`src/bert_pkg.sv`:
```
package bert_pkg;

	// ----------------------------------------------------------------
	// clock and timing
	// ----------------------------------------------------------------
	localparam int CLK_MHZ   = 25;
	localparam int TICK_NS   = 1000;
	localparam int TICK_CYC  = (TICK_NS * CLK_MHZ + 999) / 1000;
	localparam int LOAD_BITS_DEF  = 32;
	localparam int TRIAL_BITS_DEF = 64;
	localparam int WIN_BITS_DEF   = 1024;
	localparam int DWELL_BITS_DEF = 32;

	// ----------------------------------------------------------------
	// register offsets
	// ----------------------------------------------------------------
	localparam logic [7:0] CHAN_ADDR     = 8'h00;
	localparam logic [7:0] GEN_CTRL_ADDR = 8'h04;
	localparam logic [7:0] TAPS_ADDR     = 8'h08;
	localparam logic [7:0] SJ_CTL_ADDR   = 8'h0c;
	localparam logic [7:0] SJ_HEAD_ADDR  = 8'h10;
	localparam logic [7:0] DLY_CTL_ADDR  = 8'h14;
	localparam logic [7:0] DLY_HEAD_ADDR = 8'h18;
	localparam logic [7:0] CHK_CTRL_ADDR = 8'h20;
	localparam logic [7:0] LIMIT_ADDR    = 8'h24;
	localparam logic [7:0] STEP_ADDR     = 8'h28;
	localparam logic [7:0] DEC_ADDR      = 8'h2c;
	localparam logic [7:0] STATUS_ADDR   = 8'h30;
	localparam logic [7:0] ERRCNT_ADDR   = 8'h34;
	localparam logic [7:0] BITCNT_ADDR   = 8'h38;
	localparam logic [7:0] TIMECNT_ADDR  = 8'h3c;

	// ----------------------------------------------------------------
	// reset values and exponent limits
	// ----------------------------------------------------------------
	localparam logic [1:0]  CHAN_RST     = 2'h1;
	localparam logic [31:0] GEN_CTRL_RST = 32'h0000_3000;
	localparam logic [31:0] CHK_CTRL_RST = 32'h0000_00c0;
	localparam logic [15:0] LIMIT_RST    = 16'h0010;
	localparam logic [7:0]  STEP_RST     = 8'h04;
	localparam logic [7:0]  THR_RST      = 8'h80;
	localparam logic [7:0]  DLY_RST      = 8'h00;
	localparam logic [3:0]  EXP_MIN      = 4'h3;
	localparam logic [3:0]  EXP_MAX      = 4'h9;

	// ----------------------------------------------------------------
	// field layouts and state encodings
	// ----------------------------------------------------------------
	typedef struct packed {
		logic [15:0] rsvd_hi;
		logic [3:0]  ratio_exp;
		logic [6:0]  rsvd_lo;
		logic        one_shot;
		logic        rsvd_b;
		logic [1:0]  pattern;
		logic        ratio_on;
	} gen_ctrl_t;

	typedef struct packed {
		logic [20:0] rsvd;
		logic        clear;
		logic        accum;
		logic        run_align;
		logic        dly_en;
		logic        thr_en;
		logic        auto_pat;
		logic        sync_now;
		logic        manual;
		logic        pat_class;
		logic [1:0]  pattern;
	} chk_ctrl_t;

	typedef struct packed {
		logic [7:0] rsvd;
		logic [7:0] post2;
		logic [7:0] post1;
		logic [7:0] pre;
	} taps_t;

	typedef struct packed {
		logic [7:0] rsvd_hi;
		logic [7:0] eye_w;
		logic [7:0] eye_h;
		logic [2:0] rsvd_lo;
		logic [1:0] det_pat;
		logic       busy;
		logic       unknown;
		logic       in_sync;
	} status_t;

	typedef enum logic [3:0] {
		ST_IDLE  = 4'b0001,
		ST_LOAD  = 4'b0010,
		ST_TRIAL = 4'b0100,
		ST_LOCK  = 4'b1000
	} sync_st_t;

	typedef enum logic [2:0] {
		AL_IDLE = 3'b001,
		AL_THR  = 3'b010,
		AL_DLY  = 3'b100
	} align_st_t;

endpackage : bert_pkg

```
`src/bert_error_inject_and_sync.sv`:
```
// Design decisions made here: the plain strobed port and the address map.
`timescale 1ns/1ns
`default_nettype none

module bert_error_inject_and_sync
	import bert_pkg::*;
#(
	parameter int LOAD_BITS  = LOAD_BITS_DEF,
	parameter int TRIAL_BITS = TRIAL_BITS_DEF,
	parameter int WIN_BITS   = WIN_BITS_DEF,
	parameter int DWELL_BITS = DWELL_BITS_DEF
) (
	input  wire logic        clk,
	input  wire logic        sys_rst,
	input  wire logic [7:0]  reg_addr,
	input  wire logic [31:0] reg_wdata,
	input  wire logic        reg_we,
	input  wire logic        reg_re,
	output logic      [31:0] reg_rdata,
	input  wire logic        rx_data_pin,
	output logic      [1:0]  tx_data,
	output taps_t     [1:0]  tx_taps,
	output logic      [16:0] sj_head,
	output logic      [16:0] dly_head,
	output logic      [7:0]  sample_threshold_voltage,
	output logic      [7:0]  decision_delay
);

	// ----------------------------------------------------------------
	// helpers
	// ----------------------------------------------------------------
	// an all-zero window would lock the sequence, so a one is forced in
	function automatic logic prbs_fb(input logic [30:0] s, input logic [1:0] sel);
		case (sel)
			2'h0:    prbs_fb = (s[6] ^ s[5]) | ~|s[6:0];
			2'h1:    prbs_fb = (s[14] ^ s[13]) | ~|s[14:0];
			2'h2:    prbs_fb = (s[22] ^ s[17]) | ~|s[22:0];
			default: prbs_fb = (s[30] ^ s[27]) | ~|s[30:0];
		endcase
	endfunction : prbs_fb

	function automatic logic [29:0] ratio_period(input logic [3:0] e);
		case (e)
			4'h4:    ratio_period = 30'h0000270f;
			4'h5:    ratio_period = 30'h0001869f;
			4'h6:    ratio_period = 30'h000f423f;
			4'h7:    ratio_period = 30'h0098967f;
			4'h8:    ratio_period = 30'h05f5e0ff;
			4'h9:    ratio_period = 30'h3b9ac9ff;
			default: ratio_period = 30'h000003e7;
		endcase
	endfunction : ratio_period

	// ----------------------------------------------------------------
	// register decode
	// ----------------------------------------------------------------
	gen_ctrl_t  gw;
	chk_ctrl_t  cw;
	logic       wr_gen, wr_taps, wr_sjc, wr_sjh, wr_dlc, wr_dlh, wr_chk;
	logic       wr_lim, wr_step, wr_dec;
	logic       rd_ch;

	assign gw      = gen_ctrl_t'(reg_wdata);
	assign cw      = chk_ctrl_t'(reg_wdata);
	assign wr_gen  = reg_we && reg_addr == GEN_CTRL_ADDR;
	assign wr_taps = reg_we && reg_addr == TAPS_ADDR;
	assign wr_sjc  = reg_we && reg_addr == SJ_CTL_ADDR;
	assign wr_sjh  = reg_we && reg_addr == SJ_HEAD_ADDR;
	assign wr_dlc  = reg_we && reg_addr == DLY_CTL_ADDR;
	assign wr_dlh  = reg_we && reg_addr == DLY_HEAD_ADDR;
	assign wr_chk  = reg_we && reg_addr == CHK_CTRL_ADDR;
	assign wr_lim  = reg_we && reg_addr == LIMIT_ADDR;
	assign wr_step = reg_we && reg_addr == STEP_ADDR;
	assign wr_dec  = reg_we && reg_addr == DEC_ADDR;

	// ----------------------------------------------------------------
	// generator configuration
	// ----------------------------------------------------------------
	logic      [1:0]  chan_q;
	gen_ctrl_t [1:0]  gcfg_q;
	taps_t     [1:0]  taps_q;
	logic      [15:0] sj_ctl_q;
	logic      [15:0] dly_ctl_q;

	assign rd_ch = ~chan_q[0];

	always_ff @(posedge clk) begin
		if (sys_rst) begin
			chan_q    <= CHAN_RST;
			gcfg_q    <= {2{GEN_CTRL_RST}};
			taps_q    <= '0;
			sj_ctl_q  <= '0;
			dly_ctl_q <= '0;
		end else begin
			if (reg_we && reg_addr == CHAN_ADDR)
				chan_q <= reg_wdata[1:0];
			for (int c = 0; c < 2; c++) begin
				if (wr_gen && chan_q[c]) begin
					gcfg_q[c].ratio_on  <= gw.ratio_on;
					gcfg_q[c].pattern   <= gw.pattern;
					// out-of-range exponents are held at the nearest end
					gcfg_q[c].ratio_exp <= (gw.ratio_exp < EXP_MIN) ? EXP_MIN :
						(gw.ratio_exp > EXP_MAX) ? EXP_MAX : gw.ratio_exp;
				end
				if (wr_taps && chan_q[c])
					taps_q[c] <= taps_t'({8'h00, reg_wdata[23:0]});
			end
			if (wr_sjc && chan_q[0])
				sj_ctl_q <= reg_wdata[15:0];
			else if (wr_sjh && chan_q[0])
				sj_ctl_q <= reg_wdata[16:1];
			if (wr_dlc && chan_q[1])
				dly_ctl_q <= reg_wdata[15:0];
			else if (wr_dlh && chan_q[1])
				dly_ctl_q <= reg_wdata[16:1];
		end
	end

	// ----------------------------------------------------------------
	// pattern generators with error insertion
	// ----------------------------------------------------------------
	logic [1:0][30:0] lfsr_q;
	logic [1:0][29:0] ratio_cnt_q;
	logic [1:0]       one_shot_q;
	logic [1:0]       gen_fb;
	logic [1:0]       ratio_hit;
	logic [1:0]       inject;

	always_comb begin
		for (int c = 0; c < 2; c++) begin
			gen_fb[c]    = prbs_fb(lfsr_q[c], gcfg_q[c].pattern);
			ratio_hit[c] = gcfg_q[c].ratio_on && ratio_cnt_q[c] == ratio_period(gcfg_q[c].ratio_exp);
			inject[c]    = one_shot_q[c] | ratio_hit[c];
		end
	end

	always_ff @(posedge clk) begin
		if (sys_rst) begin
			lfsr_q      <= {2{31'h7fffffff}};
			ratio_cnt_q <= '0;
			one_shot_q  <= '0;
			tx_data     <= '0;
		end else begin
			for (int c = 0; c < 2; c++) begin
				lfsr_q[c]     <= {lfsr_q[c][29:0], gen_fb[c]};
				tx_data[c]    <= gen_fb[c] ^ inject[c];
				one_shot_q[c] <= wr_gen && chan_q[c] && gw.one_shot;
				if (!gcfg_q[c].ratio_on || ratio_hit[c])
					ratio_cnt_q[c] <= '0;
				else
					ratio_cnt_q[c] <= ratio_cnt_q[c] + 30'h1;
			end
		end
	end

	always_ff @(posedge clk) begin
		if (sys_rst) begin
			tx_taps  <= '0;
			sj_head  <= '0;
			dly_head <= '0;
		end else begin
			tx_taps  <= taps_q;
			sj_head  <= {sj_ctl_q, 1'b0};
			dly_head <= {dly_ctl_q, 1'b0};
		end
	end

	// ----------------------------------------------------------------
	// checker control
	// ----------------------------------------------------------------
	chk_ctrl_t  cctl_q;
	logic       sync_now_q, run_q;
	logic [15:0] limit_q;
	logic [7:0]  tstep_q, dstep_q;

	always_ff @(posedge clk) begin
		if (sys_rst) begin
			cctl_q     <= chk_ctrl_t'(CHK_CTRL_RST);
			sync_now_q <= 1'b0;
			run_q      <= 1'b0;
			limit_q    <= LIMIT_RST;
			tstep_q    <= STEP_RST;
			dstep_q    <= STEP_RST;
		end else begin
			sync_now_q <= wr_chk && cw.sync_now;
			run_q      <= wr_chk && cw.run_align;
			if (wr_chk) begin
				cctl_q           <= cw;
				cctl_q.sync_now  <= 1'b0;
				cctl_q.run_align <= 1'b0;
				cctl_q.clear     <= 1'b0;
				cctl_q.rsvd      <= '0;
				if (cw.auto_pat)
					cctl_q.pat_class <= 1'b0;
			end
			if (wr_lim)
				limit_q <= reg_wdata[15:0];
			if (wr_step) begin
				tstep_q <= reg_wdata[7:0];
				dstep_q <= reg_wdata[15:8];
			end
		end
	end

	// ----------------------------------------------------------------
	// receive path and synchronisation
	// ----------------------------------------------------------------
	logic        rx_meta_q, rx_q;
	sync_st_t    st_q;
	logic [30:0] ref_q;
	logic [15:0] cnt_q, err_q;
	logic [1:0]  try_pat_q, det_pat_q;
	logic        unknown_q;
	logic [1:0]  chk_pat;
	logic        exp_fb, mismatch;
	logic [15:0] err_nx;

	assign chk_pat  = cctl_q.auto_pat ? try_pat_q : cctl_q.pattern;
	assign exp_fb   = prbs_fb(ref_q, chk_pat);
	assign mismatch = exp_fb ^ rx_q;
	assign err_nx   = err_q + {15'h0000, mismatch};

	always_ff @(posedge clk) begin
		if (sys_rst) begin
			rx_meta_q <= 1'b0;
			rx_q      <= 1'b0;
		end else begin
			rx_meta_q <= rx_data_pin;
			rx_q      <= rx_meta_q;
		end
	end

	always_ff @(posedge clk) begin
		if (sys_rst) begin
			st_q      <= ST_IDLE;
			ref_q     <= '0;
			cnt_q     <= '0;
			err_q     <= '0;
			try_pat_q <= '0;
			det_pat_q <= '0;
			unknown_q <= 1'b0;
		end else begin
			case (st_q)
				ST_IDLE: begin
					if (sync_now_q || !cctl_q.manual) begin
						st_q  <= ST_LOAD;
						cnt_q <= '0;
					end
				end
				ST_LOAD: begin
					// seed the reference straight from the line
					ref_q <= {ref_q[29:0], rx_q};
					cnt_q <= cnt_q + 16'h0001;
					if (cnt_q == 16'(LOAD_BITS - 1)) begin
						st_q  <= ST_TRIAL;
						cnt_q <= '0;
						err_q <= '0;
					end
				end
				ST_TRIAL: begin
					ref_q <= {ref_q[29:0], exp_fb};
					cnt_q <= cnt_q + 16'h0001;
					err_q <= err_nx;
					if (cnt_q == 16'(TRIAL_BITS - 1)) begin
						cnt_q <= '0;
						err_q <= '0;
						if (err_nx == 16'h0000) begin
							st_q      <= ST_LOCK;
							det_pat_q <= chk_pat;
							unknown_q <= 1'b0;
						end else begin
							st_q <= cctl_q.manual ? ST_IDLE : ST_LOAD;
							if (cctl_q.auto_pat) begin
								try_pat_q <= try_pat_q + 2'h1;
								if (try_pat_q == 2'h3)
									unknown_q <= 1'b1;
							end
						end
					end
				end
				ST_LOCK: begin
					ref_q <= {ref_q[29:0], exp_fb};
					cnt_q <= cnt_q + 16'h0001;
					err_q <= err_nx;
					if (sync_now_q) begin
						st_q  <= ST_LOAD;
						cnt_q <= '0;
					end else if (!cctl_q.manual && err_nx >= limit_q) begin
						st_q  <= ST_LOAD;
						cnt_q <= '0;
					end else if (cnt_q == 16'(WIN_BITS - 1)) begin
						cnt_q <= '0;
						err_q <= '0;
					end
				end
				default: st_q <= ST_IDLE;
			endcase
		end
	end

	// ----------------------------------------------------------------
	// accumulated statistics
	// ----------------------------------------------------------------
	logic [31:0] err_cnt_q, bit_cnt_q, time_cnt_q;
	logic [7:0]  tick_q;
	logic        stat_clear;

	// clearing a running accumulation is ignored
	assign stat_clear = wr_chk && cw.clear && !cw.accum && !cctl_q.accum;

	always_ff @(posedge clk) begin
		if (sys_rst) begin
			err_cnt_q  <= '0;
			bit_cnt_q  <= '0;
			time_cnt_q <= '0;
			tick_q     <= '0;
		end else if (stat_clear) begin
			err_cnt_q  <= '0;
			bit_cnt_q  <= '0;
			time_cnt_q <= '0;
			tick_q     <= '0;
		end else if (cctl_q.accum) begin
			tick_q <= (tick_q == 8'(TICK_CYC - 1)) ? 8'h00 : tick_q + 8'h01;
			if (tick_q == 8'(TICK_CYC - 1))
				time_cnt_q <= time_cnt_q + 32'h1;
			if (st_q == ST_LOCK) begin
				bit_cnt_q <= bit_cnt_q + 32'h1;
				err_cnt_q <= err_cnt_q + {31'h0, mismatch};
			end
		end
	end

	// ----------------------------------------------------------------
	// decision point alignment
	// ----------------------------------------------------------------
	align_st_t  al_q;
	logic [7:0] pos_q, first_q, last_q, saved_q, eye_h_q, eye_w_q;
	logic [15:0] dwell_q;
	logic       derr_q, found_q, dwell_end;
	logic [8:0] pos_nx;
	logic [7:0] step_cur, mid;
	logic       pt_ok, found_nx;
	logic [7:0] first_nx, last_nx;

	assign dwell_end = dwell_q == 16'(DWELL_BITS - 1);
	assign step_cur  = (al_q == AL_THR) ? tstep_q : dstep_q;
	assign pos_nx    = {1'b0, pos_q} + {1'b0, step_cur};
	// the point just finished must count, or the last open point drops out of the eye
	assign pt_ok     = !(derr_q | mismatch | (st_q != ST_LOCK));
	assign found_nx  = found_q | pt_ok;
	assign first_nx  = (pt_ok && !found_q) ? pos_q : first_q;
	assign last_nx   = pt_ok ? pos_q : last_q;
	assign mid       = 8'(({1'b0, first_nx} + {1'b0, last_nx}) >> 1);

	always_ff @(posedge clk) begin
		if (sys_rst) begin
			al_q                     <= AL_IDLE;
			sample_threshold_voltage <= THR_RST;
			decision_delay           <= DLY_RST;
			{pos_q, first_q, last_q, saved_q} <= '0;
			{eye_h_q, eye_w_q}       <= '0;
			dwell_q                  <= '0;
			{derr_q, found_q}        <= '0;
		end else begin
			case (al_q)
				AL_IDLE: begin
					// pattern writes never touch these values
					if (wr_dec) begin
						sample_threshold_voltage <= reg_wdata[7:0];
						decision_delay           <= reg_wdata[15:8];
					end
					if (run_q && (cctl_q.thr_en || cctl_q.dly_en)) begin
						al_q    <= cctl_q.thr_en ? AL_THR : AL_DLY;
						saved_q <= cctl_q.thr_en ? sample_threshold_voltage : decision_delay;
						if (cctl_q.thr_en)
							sample_threshold_voltage <= '0;
						else
							decision_delay <= '0;
						{pos_q, dwell_q, derr_q, found_q} <= '0;
					end
				end
				AL_THR, AL_DLY: begin
					dwell_q <= dwell_q + 16'h0001;
					derr_q  <= derr_q | mismatch | (st_q != ST_LOCK);
					if (dwell_end) begin
						dwell_q <= '0;
						derr_q  <= 1'b0;
						first_q <= first_nx;
						last_q  <= last_nx;
						found_q <= found_nx;
						// a zero step would never finish the sweep
						if (pos_nx[8] || step_cur == 8'h00) begin
							if (al_q == AL_THR) begin
								sample_threshold_voltage <= found_nx ? mid : saved_q;
								eye_h_q <= found_nx ? last_nx - first_nx : 8'h00;
							end else begin
								decision_delay <= found_nx ? mid : saved_q;
								eye_w_q        <= found_nx ? last_nx - first_nx : 8'h00;
							end
							if (al_q == AL_THR && cctl_q.dly_en) begin
								al_q           <= AL_DLY;
								saved_q        <= decision_delay;
								decision_delay <= '0;
								{pos_q, found_q} <= '0;
							end else
								al_q <= AL_IDLE;
						end else begin
							pos_q <= pos_nx[7:0];
							if (al_q == AL_THR)
								sample_threshold_voltage <= pos_nx[7:0];
							else
								decision_delay <= pos_nx[7:0];
						end
					end
				end
				default: al_q <= AL_IDLE;
			endcase
		end
	end

	// ----------------------------------------------------------------
	// read port
	// ----------------------------------------------------------------
	status_t status;

	always_comb begin
		status         = '0;
		status.in_sync = st_q == ST_LOCK;
		status.unknown = unknown_q;
		status.busy    = al_q != AL_IDLE;
		status.det_pat = det_pat_q;
		status.eye_h   = eye_h_q;
		status.eye_w   = eye_w_q;
	end

	always_ff @(posedge clk) begin
		if (sys_rst || !reg_re) begin
			reg_rdata <= '0;
		end else begin
			case (reg_addr)
				CHAN_ADDR:     reg_rdata <= {30'h0, chan_q};
				GEN_CTRL_ADDR: reg_rdata <= gcfg_q[rd_ch];
				TAPS_ADDR:     reg_rdata <= taps_q[rd_ch];
				SJ_CTL_ADDR:   reg_rdata <= {16'h0, sj_ctl_q};
				SJ_HEAD_ADDR:  reg_rdata <= {15'h0, sj_ctl_q, 1'b0};
				DLY_CTL_ADDR:  reg_rdata <= {16'h0, dly_ctl_q};
				DLY_HEAD_ADDR: reg_rdata <= {15'h0, dly_ctl_q, 1'b0};
				CHK_CTRL_ADDR: reg_rdata <= cctl_q;
				LIMIT_ADDR:    reg_rdata <= {16'h0, limit_q};
				STEP_ADDR:     reg_rdata <= {16'h0, dstep_q, tstep_q};
				DEC_ADDR:      reg_rdata <= {16'h0, decision_delay, sample_threshold_voltage};
				STATUS_ADDR:   reg_rdata <= status;
				ERRCNT_ADDR:   reg_rdata <= err_cnt_q;
				BITCNT_ADDR:   reg_rdata <= bit_cnt_q;
				TIMECNT_ADDR:  reg_rdata <= time_cnt_q;
				default:       reg_rdata <= '0;
			endcase
		end
	end

	// ----------------------------------------------------------------
	// checks
	// ----------------------------------------------------------------
	a_one_shot_flip: assert property (@(posedge clk) disable iff (sys_rst)
		wr_gen && chan_q[0] && gw.one_shot |=> ##1 tx_data[0] != $past(gen_fb[0]))
		else $error("single error not inserted on channel 0");
	a_no_spurious_flip: assert property (@(posedge clk) disable iff (sys_rst)
		!inject[1] |=> tx_data[1] == $past(gen_fb[1]))
		else $error("channel 1 bit changed without an injection");
	a_jitter_head_x2: assert property (@(posedge clk) disable iff (sys_rst)
		wr_sjh && chan_q[0] |-> ##2 sj_head == {$past(reg_wdata[16:1], 2), 1'b0})
		else $error("head jitter amplitude not twice controller value");
	a_delay_chan_only: assert property (@(posedge clk) disable iff (sys_rst)
		(wr_dlc || wr_dlh) && !chan_q[1] && !$past(sys_rst) |=> $stable(dly_ctl_q))
		else $error("delay changed through a channel list without channel 1");
	a_auto_default: assert property (@(posedge clk)
		$fell(sys_rst) |-> !cctl_q.manual && cctl_q.thr_en && cctl_q.dly_en)
		else $error("checker did not come up in automatic mode");
	a_manual_waits: assert property (@(posedge clk) disable iff (sys_rst)
		st_q == ST_IDLE && cctl_q.manual && !sync_now_q |=> st_q == ST_IDLE)
		else $error("manual mode started a sync without a command");
	a_auto_resync: assert property (@(posedge clk) disable iff (sys_rst)
		st_q == ST_LOCK && !cctl_q.manual && err_nx >= limit_q |=> st_q == ST_LOAD)
		else $error("error limit reached without resync");
	a_error_count: assert property (@(posedge clk) disable iff (sys_rst)
		cctl_q.accum && st_q == ST_LOCK && mismatch && !stat_clear |=> err_cnt_q == $past(err_cnt_q) + 32'h1)
		else $error("mismatch not counted");
	a_clear_zeroes: assert property (@(posedge clk) disable iff (sys_rst)
		stat_clear |=> err_cnt_q == 32'h0 && bit_cnt_q == 32'h0 && time_cnt_q == 32'h0)
		else $error("statistics not cleared");
	a_auto_pat_prbs: assert property (@(posedge clk) disable iff (sys_rst)
		wr_chk && cw.auto_pat |=> !cctl_q.pat_class)
		else $error("auto detect did not force the PRBS class");

endmodule : bert_error_inject_and_sync

`default_nettype wire

```
`config.mk`:
```
export PLATFORM = sky130hd
export DESIGN_NAME = bert_error_inject_and_sync
export DESIGN_NICKNAME = d
export VERILOG_FILES = /design/src/bert_pkg.sv /design/src/bert_error_inject_and_sync.sv
export SDC_FILE = /design/constraint.sdc
export NUM_CORES = 1
export LEC_CHECK = 0
export BUFFER_PORTS_ARGS = -buffer_cell sky130_fd_sc_hd__buf_2
export CAP_MARGIN = 20
export CORE_MARGIN = 10
export CORE_UTILIZATION = 56
export DETAILED_ROUTE_END_ITERATION = 16
export GPL_ROUTABILITY_DRIVEN = 0
export PLACE_DENSITY = 0.77
export SLEW_MARGIN = 10
export SYNTH_ARGS = -nofsm -noshare
export SYNTH_HDL_FRONTEND = slang
export SYNTH_SLANG_ARGS = --single-unit
export TNS_END_PERCENT = 30
```
`constraint.sdc`:
```
create_clock -name clk -period 5.74 [get_ports clk]
set_input_delay 0.861 -clock clk [delete_from_list [all_inputs] [get_ports clk]]
set_output_delay 0.861 -clock clk [all_outputs]
set_load 0.05 [all_outputs]
```
==> run metrics, run 1 <==
n_diodes 0; Max Buffers Root-to-Sink 3; worst hold-check path type register to register; post-synthesis cell area 0.0293 mm^2; initial antenna violation count 3; CP max FO 7; count leader, synth dfxtp_1; fin nets 3,563; Yosys warning count 0; die height 249 um; Pleak 0.0128 uW; Synth area leaders dfxtp_1 44%, nor2_1 5.1%, nand2_1 4.5%; CTS sink count 639; crit share post-route 93.0%; Final TNS setup 0 ps; Crit path max-delay family compound AO/OA/AOI/OAI gates; reg2reg start cctl_q[5]; CTS buffer count 68; CP required 6250 ps; area delta synth->final 12.1%; largest net degree at the start of global routing 165; HP Start lfsr_q[32]; run status finished, final reports clean; dominant synthesized flop cell dfxtp_1; post-synth top area share 43.6%; Final Hold Viols 0; ANT nets after route 0; die width 249 um; simple-gate share of the synthesized area 22.6%; largest family of logic cells by synthesized area simple AND/OR/NAND/NOR gates; synth cell count leaders 639 x dfxtp_1, 396 x nor2_1, 354 x nand2_1; Synth Register Bits 639; post-synthesis xor/xnor area fraction 6.42%; clk root buf clkbuf_16; die footprint 0.0619 mm^2; CTS tree yes; worst vdd ir 0.224 mV; CP startpoint kind register; Final setup viols 0; post-synth top area cell dfxtp_1; hold buffers post-CTS 0; layout cells sized above 1 12.8%; DR DRC count 0; power per cell area 291 mW/mm^2; vias in the first global route 23,460; Setup Fix Bufs, Post-CTS 0; H-tree levels 3; Top Ports 193; IO Port Bufs 166; RSZ-0062 raised after global routing false; Synth Area in Compound Gates 14.9%; Arr. time, crit path 5840 ps; Seq/Total Area, Yosys 43.6%; initial drt markers 2,754; Max Transition Viols Final 0; ys async rst share 0%; Final min period 5340 ps; Syn Inst Count 3,397; drt total wl 85,400 um; CP max stage delay 680 ps; 1st-pass router iterations 11; WS Path Type register to register; core footprint 0.0516 mm^2; max-cap viol count 0; row cnt 83; Distinct cells, synth 88; clock transition at the registers of the reported paths 60 ps; Critical Path Source cctl_q[5]; post-synthesis mux area share 5.72%; GRT Residual Overflow 0; syn_area_per_cell 8.63 um^2; EDFF count, synth 0; slowest CP cell a2111oi_0; GRT Overall Usage 26.0%; CP most frequent cell ha_1; critical path capture point type register; vias per cell 6.09; worst skew pair latency 620 ps; hpwl dp 59,700 um; first-pass GRT wire length 133,000 um; worst-margin pin slew 1100 ps; Initial Utilization 56.8%; Synth Area in Adders 2.42%; Power, Total 9590 uW; Vias 25,520; crit path cell chain mux2i_2 -> o2111ai_1 -> nor3_1 -> o221ai_2 -> and2_4 -> inv_2 -> ha_1 -> ha_1 -> nand3_1 -> nor2_1 -> xor2_1 -> ha_1 -> a211o_1 -> a2111oi_0 -> o211ai_1 -> a31oi_2 -> nor2_1 -> a221o_1; max_slew headroom 26.4%; Peak Freq 187 MHz; clock skew 24.1 ps; drt wl/cell 20.4 um; WP buf/inv 1; Post-CTS Resized 0
==> report_power, final <==
part | internal [uW] | switching (uW)
logic | 91.8 | 288
registers | 4450 | 24.8
clock network | 2850 | 1880
==> per-layer routing <==
metal,track usage (%),wire (um),vias to the layer above
met4,10.5,3550,6
met2,38.8,36700,1289
met5,0,31,-
met3,7.52,9530,234
li1,-,-,12041
met1,34.8,35600,11950
==> flip-flops by register name, summed over array words and instances, names as in the netlist, 14 cells and up <==
name / flops
bit_cnt_q: 32
cnt_q: 16
dly_ctl_q: 16
dly_head: 16
dwell_q: 16
err_cnt_q: 32
err_q: 16
gcfg_q: 14
lfsr_q: 62
limit_q: 16
ratio_cnt_q: 60
ref_q: 31
reg_rdata: 32
sj_ctl_q: 16
sj_head: 16
taps_q: 48
time_cnt_q: 32
tx_taps: 48
==> per-stage QoR <==
stage               setup WS [ps]  cells  utilization [%]  hold slack (ps)  area (um^2)
global route                 5.31   4192             63.7              436        32900
detailed placement            458   4068             59.0              428        30400
global placement              602   4067             58.9              419        30400
CTS                           444   4187             63.6              432        32800
floorplan                     944   3414                -              414        29400
finish                        404   4192             63.7              428        32900
==> layout by cell type (no fill, tap or decap), drive strengths merged, types with 40 or more instances in the layout <==
cell	instances
a21oi	188
a31oi	45
and3	46
buf	204
clkbuf	90
dfxtp	639
ha	52
inv	83
mux2i	132
nand2	354
nand3	155
nand4	40
nor2	396
nor2b	99
nor3	55
nor4	41
o21ai	109
or2	70
xnor2	90
xor2	125
==> kinds of logic after synthesis <==
logic type,count (synthesis)
AND/OR/NAND/NOR,1377
AO/OA/AOI/OAI,644
flip-flops,639
buffers and inverters,304
XOR/XNOR,215
multiplexers,162
adder cells (fa/ha/maj),55
other,1
==> area by class of cell <==
| class | count | area, um^2 |
|---|---|---|
| clock buffers | 89 | 1850 |
| clock inverters | 30 | 543 |
| fillers | 4212 | 18700 |
| inverters | 78 | 293 |
| multi-input cells | 2471 | 15400 |
| flip-flops and latches | 639 | 12800 |
| well taps | 680 | 851 |
| repair buffers | 205 | 1170 |
==> final timing paths <==
check	to	slack, ps	cells past startpoint
max	err_q[6]	400	18
min	lfsr_q[33]	430	1
max reg2reg	err_q[6]	400	18
min reg2reg	lfsr_q[33]	430	1
(Power assumes the default switching activity.)
==> run 2: changes to the inputs <==
==> constraint.sdc (replaced) <==
create_clock -name clk -period 5.74 [get_ports clk]
set_input_delay 0.287 -clock clk [delete_from_list [all_inputs] [get_ports clk]]
set_output_delay 0.287 -clock clk [all_outputs]
set_load 0.05 [all_outputs]
==> run 2 against run 1 <==
  * Combinational power grew 2%
  * Maximum frequency rose by 1.2%
  * Global-route usage is essentially flat
  * Critical path depth grew 3
  * Highest routed layer unchanged
  * Sequential share of layout area shrank 0.062 points
  * Largest power group unchanged
  * Register-to-register slack better by 60 ps
  * Critical path type unchanged
  * Core utilization increased by 0.10 points
  * Setup slack improved by 63 ps
  * Sequential power hardly changed
==> run metrics, run 2 (synthesis gave the netlist of run 1 again) <==
clock transition at the registers of the reported paths 60 ps (about the same); max reg flops 62 (unchanged); DR DRC count 0 (unchanged); vias per cell 6.07 (-0.26%); IO Port Bufs 166 (unchanged); largest net degree at the start of global routing 117 (-29%); R2R depth 21 (+3); Max Transition Viols Final 0 (unchanged); initial antenna violation count 3 (unchanged); initial drt markers 3,157 (+15%); layout cells sized above 1 12.8% (about the same); Vias 25,497 (-0.090%); area delta synth->final 12.3%; slowest CP cell mux2i_2; CTS tree yes; clock skew 36.7 ps (+12.6 ps); R2R Path End err_q[5]; Final min period 5270 ps (-62.9 ps); vias in the first global route 23,273 (-0.80%); first-pass GRT wire length 133,000 um (about the same); max_slew headroom 25.6% (-0.83 points); crit path cell chain mux2i_2 -> o2111ai_1 -> nor3_1 -> o221ai_2 -> and2_4 -> inv_2 -> ha_1 -> ha_1 -> nand3_1 -> nor3_2 -> buf_4 -> nand4_1 -> xnor2_1 -> ha_1 -> o21ai_0 -> a21oi_1 -> nor3_1 -> nand2_1 -> a31oi_2 -> nor2_1 -> a221o_1; CP most frequent cell ha_1; Power, Total 9470 uW (-1.2%); Arr. time, crit path 5770 ps (-70 ps); CP required 6230 ps (-20 ps); worst vdd ir 0.274 mV (+22%); worst-margin pin slew 1090 ps (-12.6 ps); Top Registers lfsr_q (62), ratio_cnt_q (60); worst hold-check path type input pin to register; worst skew pair latency 620 ps (about the same); die width 249 um (unchanged); Pleak 0.0128 uW (+0.21%); 1st-pass router iterations 9 (-2); ANT nets after route 0 (unchanged); clk root buf clkbuf_16; Critical Path Sink err_q[5]; die footprint 0.0619 mm^2 (unchanged); GRT Residual Overflow 0 (unchanged); n_diodes 0 (unchanged); Max Buffers Root-to-Sink 3 (unchanged); fin nets 3,571 (+0.22%); Initial Utilization 56.8% (unchanged); max-cap viol count 0 (unchanged); CP max FO 7 (unchanged); reg2reg start cctl_q[5]; Final TNS setup 0 ps (unchanged); H-tree levels 3 (unchanged); RSZ-0062 raised after global routing false; Final setup viols 0 (unchanged); CP startpoint kind register; R2R setup slack 470 ps (+60 ps); commonest non-fill, non-tap cell in the layout dfxtp_1; Setup Fix Bufs, Post-CTS 0 (unchanged); Top Ports 193 (unchanged); Peak Freq 190 MHz (+1.2%); row cnt 83 (unchanged); Most flops, register lfsr_q; Final Hold Viols 0 (unchanged); core footprint 0.0516 mm^2 (unchanged); power per cell area 287 mW/mm^2 (-1.4%); critical path capture point type register; hpwl dp 59,100 um (-1.0%); die height 249 um (unchanged); crit share post-route 91.9% (-1.1 points); CTS sink count 639 (unchanged); GRT Overall Usage 26.1% (about the same); most frequent cells in the layout 638 x dfxtp_1, 390 x nor2_1, 354 x nand2_1, 188 x a21oi_1, 165 x buf_2; WS Path Type register to register; Placed Cells 4,067 (-0.025%); drt total wl 84,700 um (-0.87%); Critical Path Source cctl_q[5]; drt wl/cell 20.2 um (-1.0%); CP max stage delay 440 ps (-240 ps); CTS buffer count 68 (unchanged); run status finished, final reports clean; Final Instance Count excl. Fillers 4,199 (+0.17%)
-- run 2: layout make-up --
class,count,area (um^2)
clock buffer,94,1950
multi-input combinational,2471,15400
tap,680,851
timing repair buffer,213,1260
clock inverter,24,395
sequential,639,12800
fill,4248,18700
inverter,78,293
-- run 2: worst min-delay path by stage --
| stage | startpoint | endpoint | slack (ps) | cells past startpoint |
|---|---|---|---|---|
| CTS | reg_wdata[10] | taps_q[42] | 50 | 3 |
| global route | reg_wdata[10] | taps_q[42] | 90 | 3 |
| detailed placement | rx_meta_q | rx_q | 430 | 1 |
| finish | reg_wdata[10] | taps_q[42] | 90 | 3 |
| global placement | lfsr_q[26] | lfsr_q[27] | 420 | 1 |
| floorplan | rx_meta_q | rx_q | 410 | 1 |
-- run 2: worst max-delay path, delay by kind of cell (launching register included) --
kind,cells,cell delay [ps]
adders and majority gates,3,850
DFF,1,360
xor gates and xnor gates,1,240
muxes,1,440
and+or+nand+nor,8,1720
buffers and inverters,2,320
AOI/OAI and AO/OA,6,1220
-- run 2: timing repair --
action                     4_1_cts  5_1_grt
resized for setup                0        1
hold endpoints to repair        17        0
setup endpoints to repair        0        4
hold buffers                     9        0
-- run 2: metal layers --
| metal | routed length, um | track usage (%) | share of wire (%) | up-vias |
|---|---|---|---|---|
| li1 | - | - | - | 12060 |
| met1 | 35400 | 34.7 | 42 | 12002 |
| met2 | 36900 | 39.2 | 44 | 1196 |
| met3 | 8960 | 7.26 | 11 | 233 |
| met4 | 3390 | 10.3 | 4.0 | 6 |
| met5 | 41 | 0 | 0.048 | - |
-- run 2: power by group --
part           internal, uW  total [uW]  switching, uW
clock network          2790        4610           1810
logic                  98.5         388            290
registers              4450        4470           23.3
total                  7340        9470           2130
-- run 2: per-stage QoR --
step                setup WS, ps  instance area [um^2]  utilization [%]  hold WS, ps
floorplan                    944                 29400                -          414
global placement             587                 30400             58.9          422
detailed placement           458                 30400             58.9          426
CTS                          477                 32900             63.7         45.9
global route                45.3                 32900             63.8         89.3
finish                       467                 32900             63.8         89.0
